$ cat src/core/i2cm_pkg.sv
// constants and types for the two-wire register-port master
package i2cm_pkg;

    // ------------------------------------------------------------
    // timing
    // ------------------------------------------------------------
    localparam int unsigned CLK_HZ  = 100_000_000;
    localparam int unsigned STD_HZ  = 64_000;
    localparam int unsigned FAST_HZ = 400_000;
    // a quarter of a serial clock period; round up so the bus never runs fast
    localparam logic [8:0] QTR_STD  = 9'((CLK_HZ + 4 * STD_HZ - 1) / (4 * STD_HZ));
    localparam logic [8:0] QTR_FAST = 9'((CLK_HZ + 4 * FAST_HZ - 1) / (4 * FAST_HZ));

    // ------------------------------------------------------------
    // address and framing
    // ------------------------------------------------------------
    localparam logic [3:0] ADDR_FIXED = 4'ha;
    localparam logic       DIR_WRITE  = 1'b0;
    localparam logic       DIR_READ   = 1'b1;
    localparam logic [3:0] ACK_SLOT   = 4'h8;
    localparam logic [1:0] Q_ZERO     = 2'h0;
    localparam logic [8:0] CNT_ZERO   = 9'h000;
    localparam logic [7:0] BYTE_ZERO  = 8'h00;

    // ------------------------------------------------------------
    // types
    // ------------------------------------------------------------
    typedef enum logic [1:0] {OP_WRITE, OP_READ, OP_REREAD} i2cm_op_t;
    typedef enum logic [2:0] {S_IDLE, S_START, S_RSTART, S_BIT, S_STOP} i2cm_state_t;
    typedef enum logic [2:0] {PH_ADDR_W, PH_PTR, PH_DATA, PH_ADDR_R, PH_RDATA} i2cm_phase_t;

    typedef struct packed {
        i2cm_state_t st;
        i2cm_phase_t ph;
        i2cm_op_t    op;
        logic [8:0]  cnt;
        logic [1:0]  qtr;
        logic [3:0]  bitn;
        logic [7:0]  shreg;
        logic        fast;
        logic [2:0]  asel;
        logic [7:0]  ptr;
        logic [7:0]  wdat;
        logic        ackbit;
        logic        scl;
        logic        sda_out;
        logic        sda_oe;
        logic        rdy;
        logic        done;
        logic        nack;
        logic [7:0]  rd_data;
    } i2cm_regs_t;

    localparam i2cm_regs_t REGS_RST = '{
        st: S_IDLE, ph: PH_ADDR_W, op: OP_WRITE, cnt: CNT_ZERO, qtr: Q_ZERO,
        bitn: 4'h0, shreg: BYTE_ZERO, fast: 1'b0, asel: 3'h0, ptr: BYTE_ZERO,
        wdat: BYTE_ZERO, ackbit: 1'b1, scl: 1'b1, sda_out: 1'b0, sda_oe: 1'b0,
        rdy: 1'b1, done: 1'b0, nack: 1'b0, rd_data: BYTE_ZERO};

endpackage : i2cm_pkg

$ cat src/core/i2cm_sync.sv
// two-flop synchroniser for one asynchronous level
`timescale 1ns/100ps
module i2cm_sync (
    input  wire logic clk,
    input  wire logic nrst,
    input  wire logic din,
    output logic      dout
);
    typedef struct packed {
        logic s1;
        logic s2;
    } i2cm_sync_t;

    i2cm_sync_t sync_reg;
    i2cm_sync_t sync_next;

    always_comb begin
        sync_next    = sync_reg;
        sync_next.s1 = din;
        sync_next.s2 = sync_reg.s1;
    end

    // idle bus level is high, so reset to one
    always_ff @(posedge clk or negedge nrst) begin
        if (!nrst) begin
            sync_reg <= 2'b11;
        end else begin
            sync_reg <= sync_next;
        end
    end

    assign dout = sync_reg.s2;

endmodule : i2cm_sync

$ cat src/core/i2cm_master.sv
// two-wire bus master that writes and reads one register of the target port
`timescale 1ns/100ps
module i2cm_master
    import i2cm_pkg::*;
(
    input  wire logic            clk,
    input  wire logic            nrst,
    input  wire logic            cmd_valid,
    input  wire i2cm_pkg::i2cm_op_t cmd_op,
    input  wire logic            cmd_fast,
    input  wire logic [2:0]      cmd_asel,
    input  wire logic [7:0]      cmd_ptr,
    input  wire logic [7:0]      cmd_wdata,
    output logic                 cmd_ready,
    output logic                 done,
    output logic                 nack,
    output logic [7:0]           rd_data,
    output logic                 scl_out,
    input  wire logic            sda_in,
    output logic                 sda_out,
    output logic                 sda_oe
);
    import i2cm_pkg::*;

    // ------------------------------------------------------------
    // state and pin synchroniser
    // ------------------------------------------------------------
    i2cm_regs_t r_reg;
    i2cm_regs_t r_next;
    logic       sda_s;
    logic       tick;
    logic [8:0] qlim;
    logic       is_rx;

    i2cm_sync u_sda_sync (
        .clk  (clk),
        .nrst (nrst),
        .din  (sda_in),
        .dout (sda_s)
    );

    function automatic logic [7:0] load_byte(
        input i2cm_phase_t ph,
        input logic [2:0]  asel,
        input logic [7:0]  ptr,
        input logic [7:0]  wdat
    );
        logic [7:0] b;
        b = BYTE_ZERO;
        case (ph)
            PH_ADDR_W: b = {ADDR_FIXED, asel, DIR_WRITE};
            PH_ADDR_R: b = {ADDR_FIXED, asel, DIR_READ};
            PH_PTR:    b = ptr;
            PH_DATA:   b = wdat;
            default:   b = BYTE_ZERO;
        endcase
        return b;
    endfunction : load_byte

    // ------------------------------------------------------------
    // next-state logic
    // ------------------------------------------------------------
    always_comb begin
        r_next      = r_reg;
        r_next.done = 1'b0;
        is_rx       = (r_reg.ph == PH_RDATA);
        qlim        = (r_reg.fast ? QTR_FAST : QTR_STD) - 9'h001;
        tick        = (r_reg.cnt == qlim);
        if (r_reg.st != S_IDLE) begin
            r_next.cnt = tick ? CNT_ZERO : r_reg.cnt + 9'h001;
            if (tick) begin
                r_next.qtr = r_reg.qtr + 2'h1;
            end
        end
        case (r_reg.st)
            S_IDLE: begin
                if (cmd_valid) begin
                    r_next.rdy  = 1'b0;
                    r_next.nack = 1'b0;
                    r_next.op   = cmd_op;
                    r_next.fast = cmd_fast;
                    r_next.asel = cmd_asel;
                    r_next.ptr  = cmd_ptr;
                    r_next.wdat = cmd_wdata;
                    r_next.cnt  = CNT_ZERO;
                    r_next.qtr  = Q_ZERO;
                    r_next.st   = S_START;
                    // target still holds the old pointer, so skip it
                    r_next.ph   = (cmd_op == OP_REREAD) ? PH_ADDR_R : PH_ADDR_W;
                end
            end
            S_START: begin
                if (tick) begin
                    case (r_reg.qtr)
                        2'h0: begin
                            r_next.sda_oe = 1'b0;
                            r_next.scl    = 1'b1;
                        end
                        2'h1: r_next.sda_oe = 1'b1;
                        2'h2: r_next.scl = 1'b0;
                        default: begin
                            r_next.st    = S_BIT;
                            r_next.bitn  = 4'h0;
                            r_next.shreg = load_byte(r_reg.ph, r_reg.asel, r_reg.ptr,
                                                     r_reg.wdat);
                        end
                    endcase
                end
            end
            S_RSTART: begin
                if (tick) begin
                    case (r_reg.qtr)
                        2'h0: r_next.sda_oe = 1'b0;
                        2'h1: r_next.scl = 1'b1;
                        2'h2: r_next.sda_oe = 1'b1;
                        default: begin
                            r_next.scl   = 1'b0;
                            r_next.st    = S_BIT;
                            r_next.bitn  = 4'h0;
                            r_next.shreg = load_byte(PH_ADDR_R, r_reg.asel, r_reg.ptr,
                                                     r_reg.wdat);
                        end
                    endcase
                end
            end
            S_BIT: begin
                if (tick) begin
                    case (r_reg.qtr)
                        2'h0: begin
                            r_next.scl = 1'b0;
                            if (r_reg.bitn < ACK_SLOT) begin
                                // open drain: drive only the zeros
                                r_next.sda_oe = is_rx ? 1'b0 : !r_reg.shreg[7];
                            end else begin
                                r_next.sda_oe = is_rx;
                            end
                        end
                        2'h1: r_next.scl = 1'b1;
                        2'h2: begin
                            if (r_reg.bitn < ACK_SLOT) begin
                                if (is_rx) begin
                                    r_next.shreg = {r_reg.shreg[6:0], sda_s};
                                end
                            end else begin
                                r_next.ackbit = sda_s;
                            end
                        end
                        default: begin
                            r_next.scl = 1'b0;
                            if (r_reg.bitn < ACK_SLOT) begin
                                r_next.bitn = r_reg.bitn + 4'h1;
                                if (!is_rx) begin
                                    r_next.shreg = {r_reg.shreg[6:0], 1'b0};
                                end
                            end else if (is_rx) begin
                                r_next.rd_data = r_reg.shreg;
                                r_next.st      = S_STOP;
                            end else if (r_reg.ackbit) begin
                                // no answer: a foreign or absent target
                                r_next.nack = 1'b1;
                                r_next.st   = S_STOP;
                            end else begin
                                r_next.bitn = 4'h0;
                                case (r_reg.ph)
                                    PH_ADDR_W: begin
                                        r_next.ph    = PH_PTR;
                                        r_next.shreg = r_reg.ptr;
                                    end
                                    PH_PTR: begin
                                        if (r_reg.op == OP_WRITE) begin
                                            r_next.ph    = PH_DATA;
                                            r_next.shreg = r_reg.wdat;
                                        end else begin
                                            r_next.ph = PH_ADDR_R;
                                            r_next.st = S_RSTART;
                                        end
                                    end
                                    PH_ADDR_R: begin
                                        r_next.ph    = PH_RDATA;
                                        r_next.shreg = BYTE_ZERO;
                                    end
                                    default: r_next.st = S_STOP;
                                endcase
                            end
                        end
                    endcase
                end
            end
            S_STOP: begin
                if (tick) begin
                    case (r_reg.qtr)
                        2'h0: r_next.sda_oe = 1'b1;
                        2'h1: r_next.scl = 1'b1;
                        2'h2: r_next.sda_oe = 1'b0;
                        default: begin
                            r_next.st   = S_IDLE;
                            r_next.rdy  = 1'b1;
                            r_next.done = 1'b1;
                        end
                    endcase
                end
            end
            default: r_next = REGS_RST;
        endcase
    end

    always_ff @(posedge clk or negedge nrst) begin
        if (!nrst) begin
            r_reg <= REGS_RST;
        end else begin
            r_reg <= r_next;
        end
    end

    // ------------------------------------------------------------
    // outputs
    // ------------------------------------------------------------
    assign cmd_ready = r_reg.rdy;
    assign done      = r_reg.done;
    assign nack      = r_reg.nack;
    assign rd_data   = r_reg.rd_data;
    assign scl_out   = r_reg.scl;
    assign sda_out   = r_reg.sda_out;
    assign sda_oe    = r_reg.sda_oe;

    // ------------------------------------------------------------
    // assertions
    // ------------------------------------------------------------
    property p_addr_fixed;
        @(posedge clk) disable iff (!nrst)
        (r_reg.st == S_BIT && r_reg.bitn == 4'h0 && r_reg.qtr == Q_ZERO
         && (r_reg.ph == PH_ADDR_W || r_reg.ph == PH_ADDR_R))
        |-> r_reg.shreg[7:1] == {ADDR_FIXED, r_reg.asel};
    endproperty
    a_addr_fixed: assert property (p_addr_fixed)
        else $error("address byte has wrong prefix or select bits");

    property p_asel_held;
        @(posedge clk) disable iff (!nrst)
        (r_reg.st != S_IDLE && $past(r_reg.st) != S_IDLE) |-> $stable(r_reg.asel);
    endproperty
    a_asel_held: assert property (p_asel_held)
        else $error("address select changed during a transfer");

    property p_ack_released;
        @(posedge clk) disable iff (!nrst)
        (r_reg.st == S_BIT && r_reg.bitn == ACK_SLOT && r_reg.ph != PH_RDATA
         && r_reg.qtr != Q_ZERO) |-> !r_reg.sda_oe;
    endproperty
    a_ack_released: assert property (p_ack_released)
        else $error("master drove data during target acknowledge");

    property p_qtr_len;
        @(posedge clk) disable iff (!nrst)
        r_reg.cnt < (r_reg.fast ? QTR_FAST : QTR_STD);
    endproperty
    a_qtr_len: assert property (p_qtr_len)
        else $error("quarter period counter overran its limit");

    property p_data_clk_low;
        @(posedge clk) disable iff (!nrst)
        ($changed(r_reg.sda_oe) && r_reg.st == S_BIT && $past(r_reg.st) == S_BIT)
        |-> !r_reg.scl && $past(r_reg.scl) == 1'b0;
    endproperty
    a_data_clk_low: assert property (p_data_clk_low)
        else $error("data changed while clock high inside a byte");

    property p_start_stop;
        @(posedge clk) disable iff (!nrst)
        ((r_reg.st == S_START && r_reg.qtr == 2'h2) |-> r_reg.sda_oe && r_reg.scl)
        and ((r_reg.st == S_STOP && r_reg.qtr == 2'h3) |-> !r_reg.sda_oe && r_reg.scl);
    endproperty
    a_start_stop: assert property (p_start_stop)
        else $error("start or stop framing wrong");

    property p_dir_bit;
        @(posedge clk) disable iff (!nrst)
        (r_reg.st == S_BIT && r_reg.bitn == 4'h0 && r_reg.qtr == Q_ZERO)
        |-> (r_reg.ph == PH_ADDR_W) ? r_reg.shreg[0] == DIR_WRITE
          : (r_reg.ph == PH_ADDR_R) ? r_reg.shreg[0] == DIR_READ : 1'b1;
    endproperty
    a_dir_bit: assert property (p_dir_bit)
        else $error("direction bit wrong");

    property p_ptr_data;
        @(posedge clk) disable iff (!nrst)
        (r_reg.st == S_BIT && r_reg.bitn == 4'h0 && r_reg.qtr == Q_ZERO && r_reg.ph == PH_PTR)
        |-> r_reg.shreg == r_reg.ptr;
    endproperty
    a_ptr_data: assert property (p_ptr_data)
        else $error("pointer byte not loaded");

    property p_write_end;
        @(posedge clk) disable iff (!nrst)
        (r_reg.st == S_BIT && r_reg.ph == PH_DATA && r_reg.bitn == ACK_SLOT
         && r_reg.qtr == 2'h3 && tick) |=> r_reg.st == S_STOP;
    endproperty
    a_write_end: assert property (p_write_end)
        else $error("write did not close with a stop");

    property p_master_ack;
        @(posedge clk) disable iff (!nrst)
        (r_reg.st == S_BIT && r_reg.bitn == ACK_SLOT && r_reg.ph == PH_RDATA
         && r_reg.qtr != Q_ZERO) |-> r_reg.sda_oe;
    endproperty
    a_master_ack: assert property (p_master_ack)
        else $error("master did not acknowledge read data");

    property p_rstart;
        @(posedge clk) disable iff (!nrst)
        (r_reg.st == S_RSTART && r_reg.qtr == 2'h2) |-> !r_reg.sda_oe && r_reg.scl;
    endproperty
    a_rstart: assert property (p_rstart)
        else $error("repeated start did not raise data first");

    c_write: cover property (@(posedge clk) disable iff (!nrst)
        r_reg.done && r_reg.op == OP_WRITE && !r_reg.nack);
    c_read: cover property (@(posedge clk) disable iff (!nrst)
        r_reg.done && r_reg.op == OP_READ && !r_reg.nack);
    c_reread: cover property (@(posedge clk) disable iff (!nrst)
        r_reg.done && r_reg.op == OP_REREAD);
    c_nack: cover property (@(posedge clk) disable iff (!nrst)
        r_reg.done && r_reg.nack);

endmodule : i2cm_master

$ cat config.mk
export PLATFORM = sky130hd
export DESIGN_NAME = i2cm_master
export DESIGN_NICKNAME = d
export VERILOG_FILES = /design/src/core/i2cm_pkg.sv /design/src/core/i2cm_sync.sv /design/src/core/i2cm_master.sv
export SDC_FILE = /design/constraint.sdc
export NUM_CORES = 1
export LEC_CHECK = 0
export BUFFER_PORTS_ARGS = -buffer_cell sky130_fd_sc_hd__buf_2
export CORE_MARGIN = 1.5
export CORE_UTILIZATION = 40
export DETAILED_ROUTE_END_ITERATION = 16
export SETUP_SLACK_MARGIN = 0.02
export SLEW_MARGIN = 20
export SYNTH_ARGS = -nofsm -noshare
export SYNTH_HDL_FRONTEND = slang
export SYNTH_SLANG_ARGS = --single-unit
$ cat constraint.sdc
create_clock -name clk -period 2.25 [get_ports clk]
set_input_delay 0.1125 -clock clk [delete_from_list [all_inputs] [get_ports clk]]
set_output_delay 0.1125 -clock clk [all_outputs]
set_load 0.05 [all_outputs]
==> flow_summary.yaml <==
status:
  outcome: "completed"
finish:
  layout-drive-gt1-share: 0.227
  largest_register_ffs: 52
  diodes: 0
  final_nets: 519
  nFillCells: 876
  area_growth_pct: 20.0
logic_synthesis:
  synth_fp_nets: 460
  yosysSeqAreaShare: 0.435
  netlist_instances: 427
  synth_edf_count: 0
  syn_area_per_cell_um2: 9.07
  synth_area_um2: 3870
  ys.warnings.count: 0
  ys.flop_type: "dfrtp_1"
  synth-seq-cells: 67
  async_flop_share: 1.00
  ys_types: 63
floorplanning:
  initial_core_util: 0.415
  dieArea_um2: 10300
  fp.dieW_um: 101
  die_h_um: 101
  ios: 40
  core_um2: 9330
  rows: 35
timing:
  worst_pin_slew_ns: 0.840
  min_period_over_period: 0.935
  hold_viol: 0
  min_period_ns: 2.10
  finalWorstSetupSlack_ns: 0.147
  hold_ws_ns: 0.0200
  max_clock_freq_mhz: 476
  skew_ns: 0.00658
  setup_viol_count_final: 0
  slew_headroom: 0.440
  final.setup.tns_ns: 0
  slew_violations: 0
  rsz0062_at_grt: "true"
placed_design:
  io_buffer_count: 38
  preCtsSetupSlack_ns: 0.0793
  dp_hpwl_um: 6510
  place.gp.congestion: 0.826
drt:
  first_iter_violations: 212
  ant_nets: 0
  via_count: 3283
  dr.pass1.iters: 5
  avgViaCountPerCell: 5.30
  drt_wl_total_um: 8950
  route.detailed.drc: 0
  wl_per_cell_um: 14.5
clock_tree:
  clkTransAtPathRegs_ns: 0.07
  clock-root-buffer: "clkbuf_8"
  htree_levels: 3
  clock-sinks: 67
  clock_path_buffers: 2
  cts_tree: "done"
  post_cts_buffers: 0
  numCtsBuffers: 9
  clk_latency_ns: 0.34
power_and_ir_drop:
  cellLeakagePower_nw: 2.01
  peakVddDrop_uv: 364
  p_per_area_nw_per_um2: 1030
grt:
  grt_antenna_before_repair: 0
  grt_pass1_wl_um: 15400
  grt_max_degree: 68
  gr-usage-all-layers: 0.191
  grt_overflow: 0
  grt_pass1_vias: 3190
worst_setup_path:
  startpoint_type: "register"
  r2r-start: "r_reg[52]$_DFF_PN0_"
  worstPathMaxFanout: 5
  worstSetupEndpointType: "register"
  crit_start: "r_reg[52]$_DFF_PN0_"
  path_class: "reg -> reg"
  critPathRequiredTime_ns: 2.47
  crit_arrival_ns: 2.33
run:
  cap_violations: 0
hold_path:
  hold_path_class: "in -> reg"
  worstHoldStart: "cmd_op[0]"
## per-layer routing
metal	up-vias	global-route usage	share of wire
li1	1644	-	-
met1	1560	0.280	0.52
met2	67	0.278	0.43
met3	12	0.0380	0.037
met4	0	0.0726	0.017
met5	-	0	0
## metrics by stage
step,area [µm²],cells,power [W],utilization
3_3_place_gp,4210,581,0.00372,0.452
3_5_place_dp,4210,581,0.00377,0.452
4_1_cts,4630,619,0.00479,0.497
6_report,4640,619,0.00477,0.498
5_1_grt,4640,619,0.00514,0.498
2_1_floorplan,3870,427,0.00319,-
## layout make-up
| class | instances | area, µm² | area share |
|---|---|---|---|
| timing repair buffer | 84 | 593 | 0.128 |
| inverter | 8 | 30.0 | 0.00647 |
| sequential | 67 | 1680 | 0.362 |
| clock inverter | 6 | 66.3 | 0.0143 |
| multi-input combinational | 316 | 1990 | 0.428 |
| clock buffer | 9 | 124 | 0.0267 |
| tap | 129 | 161 | 0.0348 |
## cells by family (layout without fill, tap and decap cells)
family | count (synthesis) | count (layout) | synth area share
AND/OR/NAND/NOR | 160 | 160 | 0.208
adder cells (fa/ha/maj) | 7 | 7 | 0.0226
flip-flops | 67 | 67 | 0.435
other | 1 | 1 | 0.000969
AO/OA/AOI/OAI | 127 | 127 | 0.222
XOR/XNOR | 7 | 7 | 0.0158
multiplexers | 14 | 14 | 0.0398
buffers and inverters | 44 | 107 | 0.0553
## path summary, 6_finish.rpt
path	end	slack, ns	cells past startpoint
setup reg to reg	r_reg[62]$_DFFE_PN0P_	0.15	5
hold / removal	r_reg[58]$_DFFE_PN0P_	0.02	3
max in group asynchronous	r_reg[34]$_DFFE_PN0P_	1.21	3
hold reg to reg	u_sda_sync.dout$_DFF_PN1_	0.36	0
setup / recovery	r_reg[62]$_DFFE_PN0P_	0.15	5
min in group asynchronous	rd_data[2]$_DFFE_PN0P_	0.48	3
## critical path, stage by stage, from the launching register on
cell and delay (ns):
dfrtp_1 0.42, or4_4 0.55, o22ai_4 0.18, nand2_1 0.25, a21oi_4 0.23, mux2_2 0.35
## report_power, final
part           internal [W]  switching (W)
clock network      0.000507       0.000467
registers           0.00146       0.000249
logic              0.000851        0.00124
total               0.00282        0.00195
## synth_stat cells (all sizes together) (8+ instances only)
| cell type | count | area (µm²) |
|---|---|---|
| clkbuf | 15 | 58.8 |
| nor4bb | 8 | 80.1 |
| nor3 | 10 | 61.3 |
| buf | 21 | 125 |
| a21oi | 26 | 145 |
| inv | 8 | 30.0 |
| mux2 | 11 | 124 |
| nor2 | 27 | 111 |
| dfrtp | 62 | 1550 |
| nand2 | 73 | 274 |
| a22o | 8 | 70.1 |
| o21ai | 46 | 230 |
## cell usage in the layout (no fill, tap or decap), types with 7 or more instances in the layout
cell and instances:
ha_1 7, nor4bb_1 8, nand2_1 73, xor2_1 7, nor2_1 24, buf_4 23, a22oi_1 7, buf_2 38
mux2_2 11, nor3_1 9, a21oi_1 22, inv_1 8, dfrtp_1 62, a22o_1 8, o21ai_0 43, clkbuf_8 9
dlygate4sd3_1 23
## repair_timing
| item | CTS | global route |
|---|---|---|
| setup endpoints to repair | 0 | 10 |
| endpoints found under the hold margin | 72 | 0 |
| resized for setup | 0 | 3 |
| hold buffers | 23 | 0 |
No activity file was read; power rests on OpenSTA's default activity.
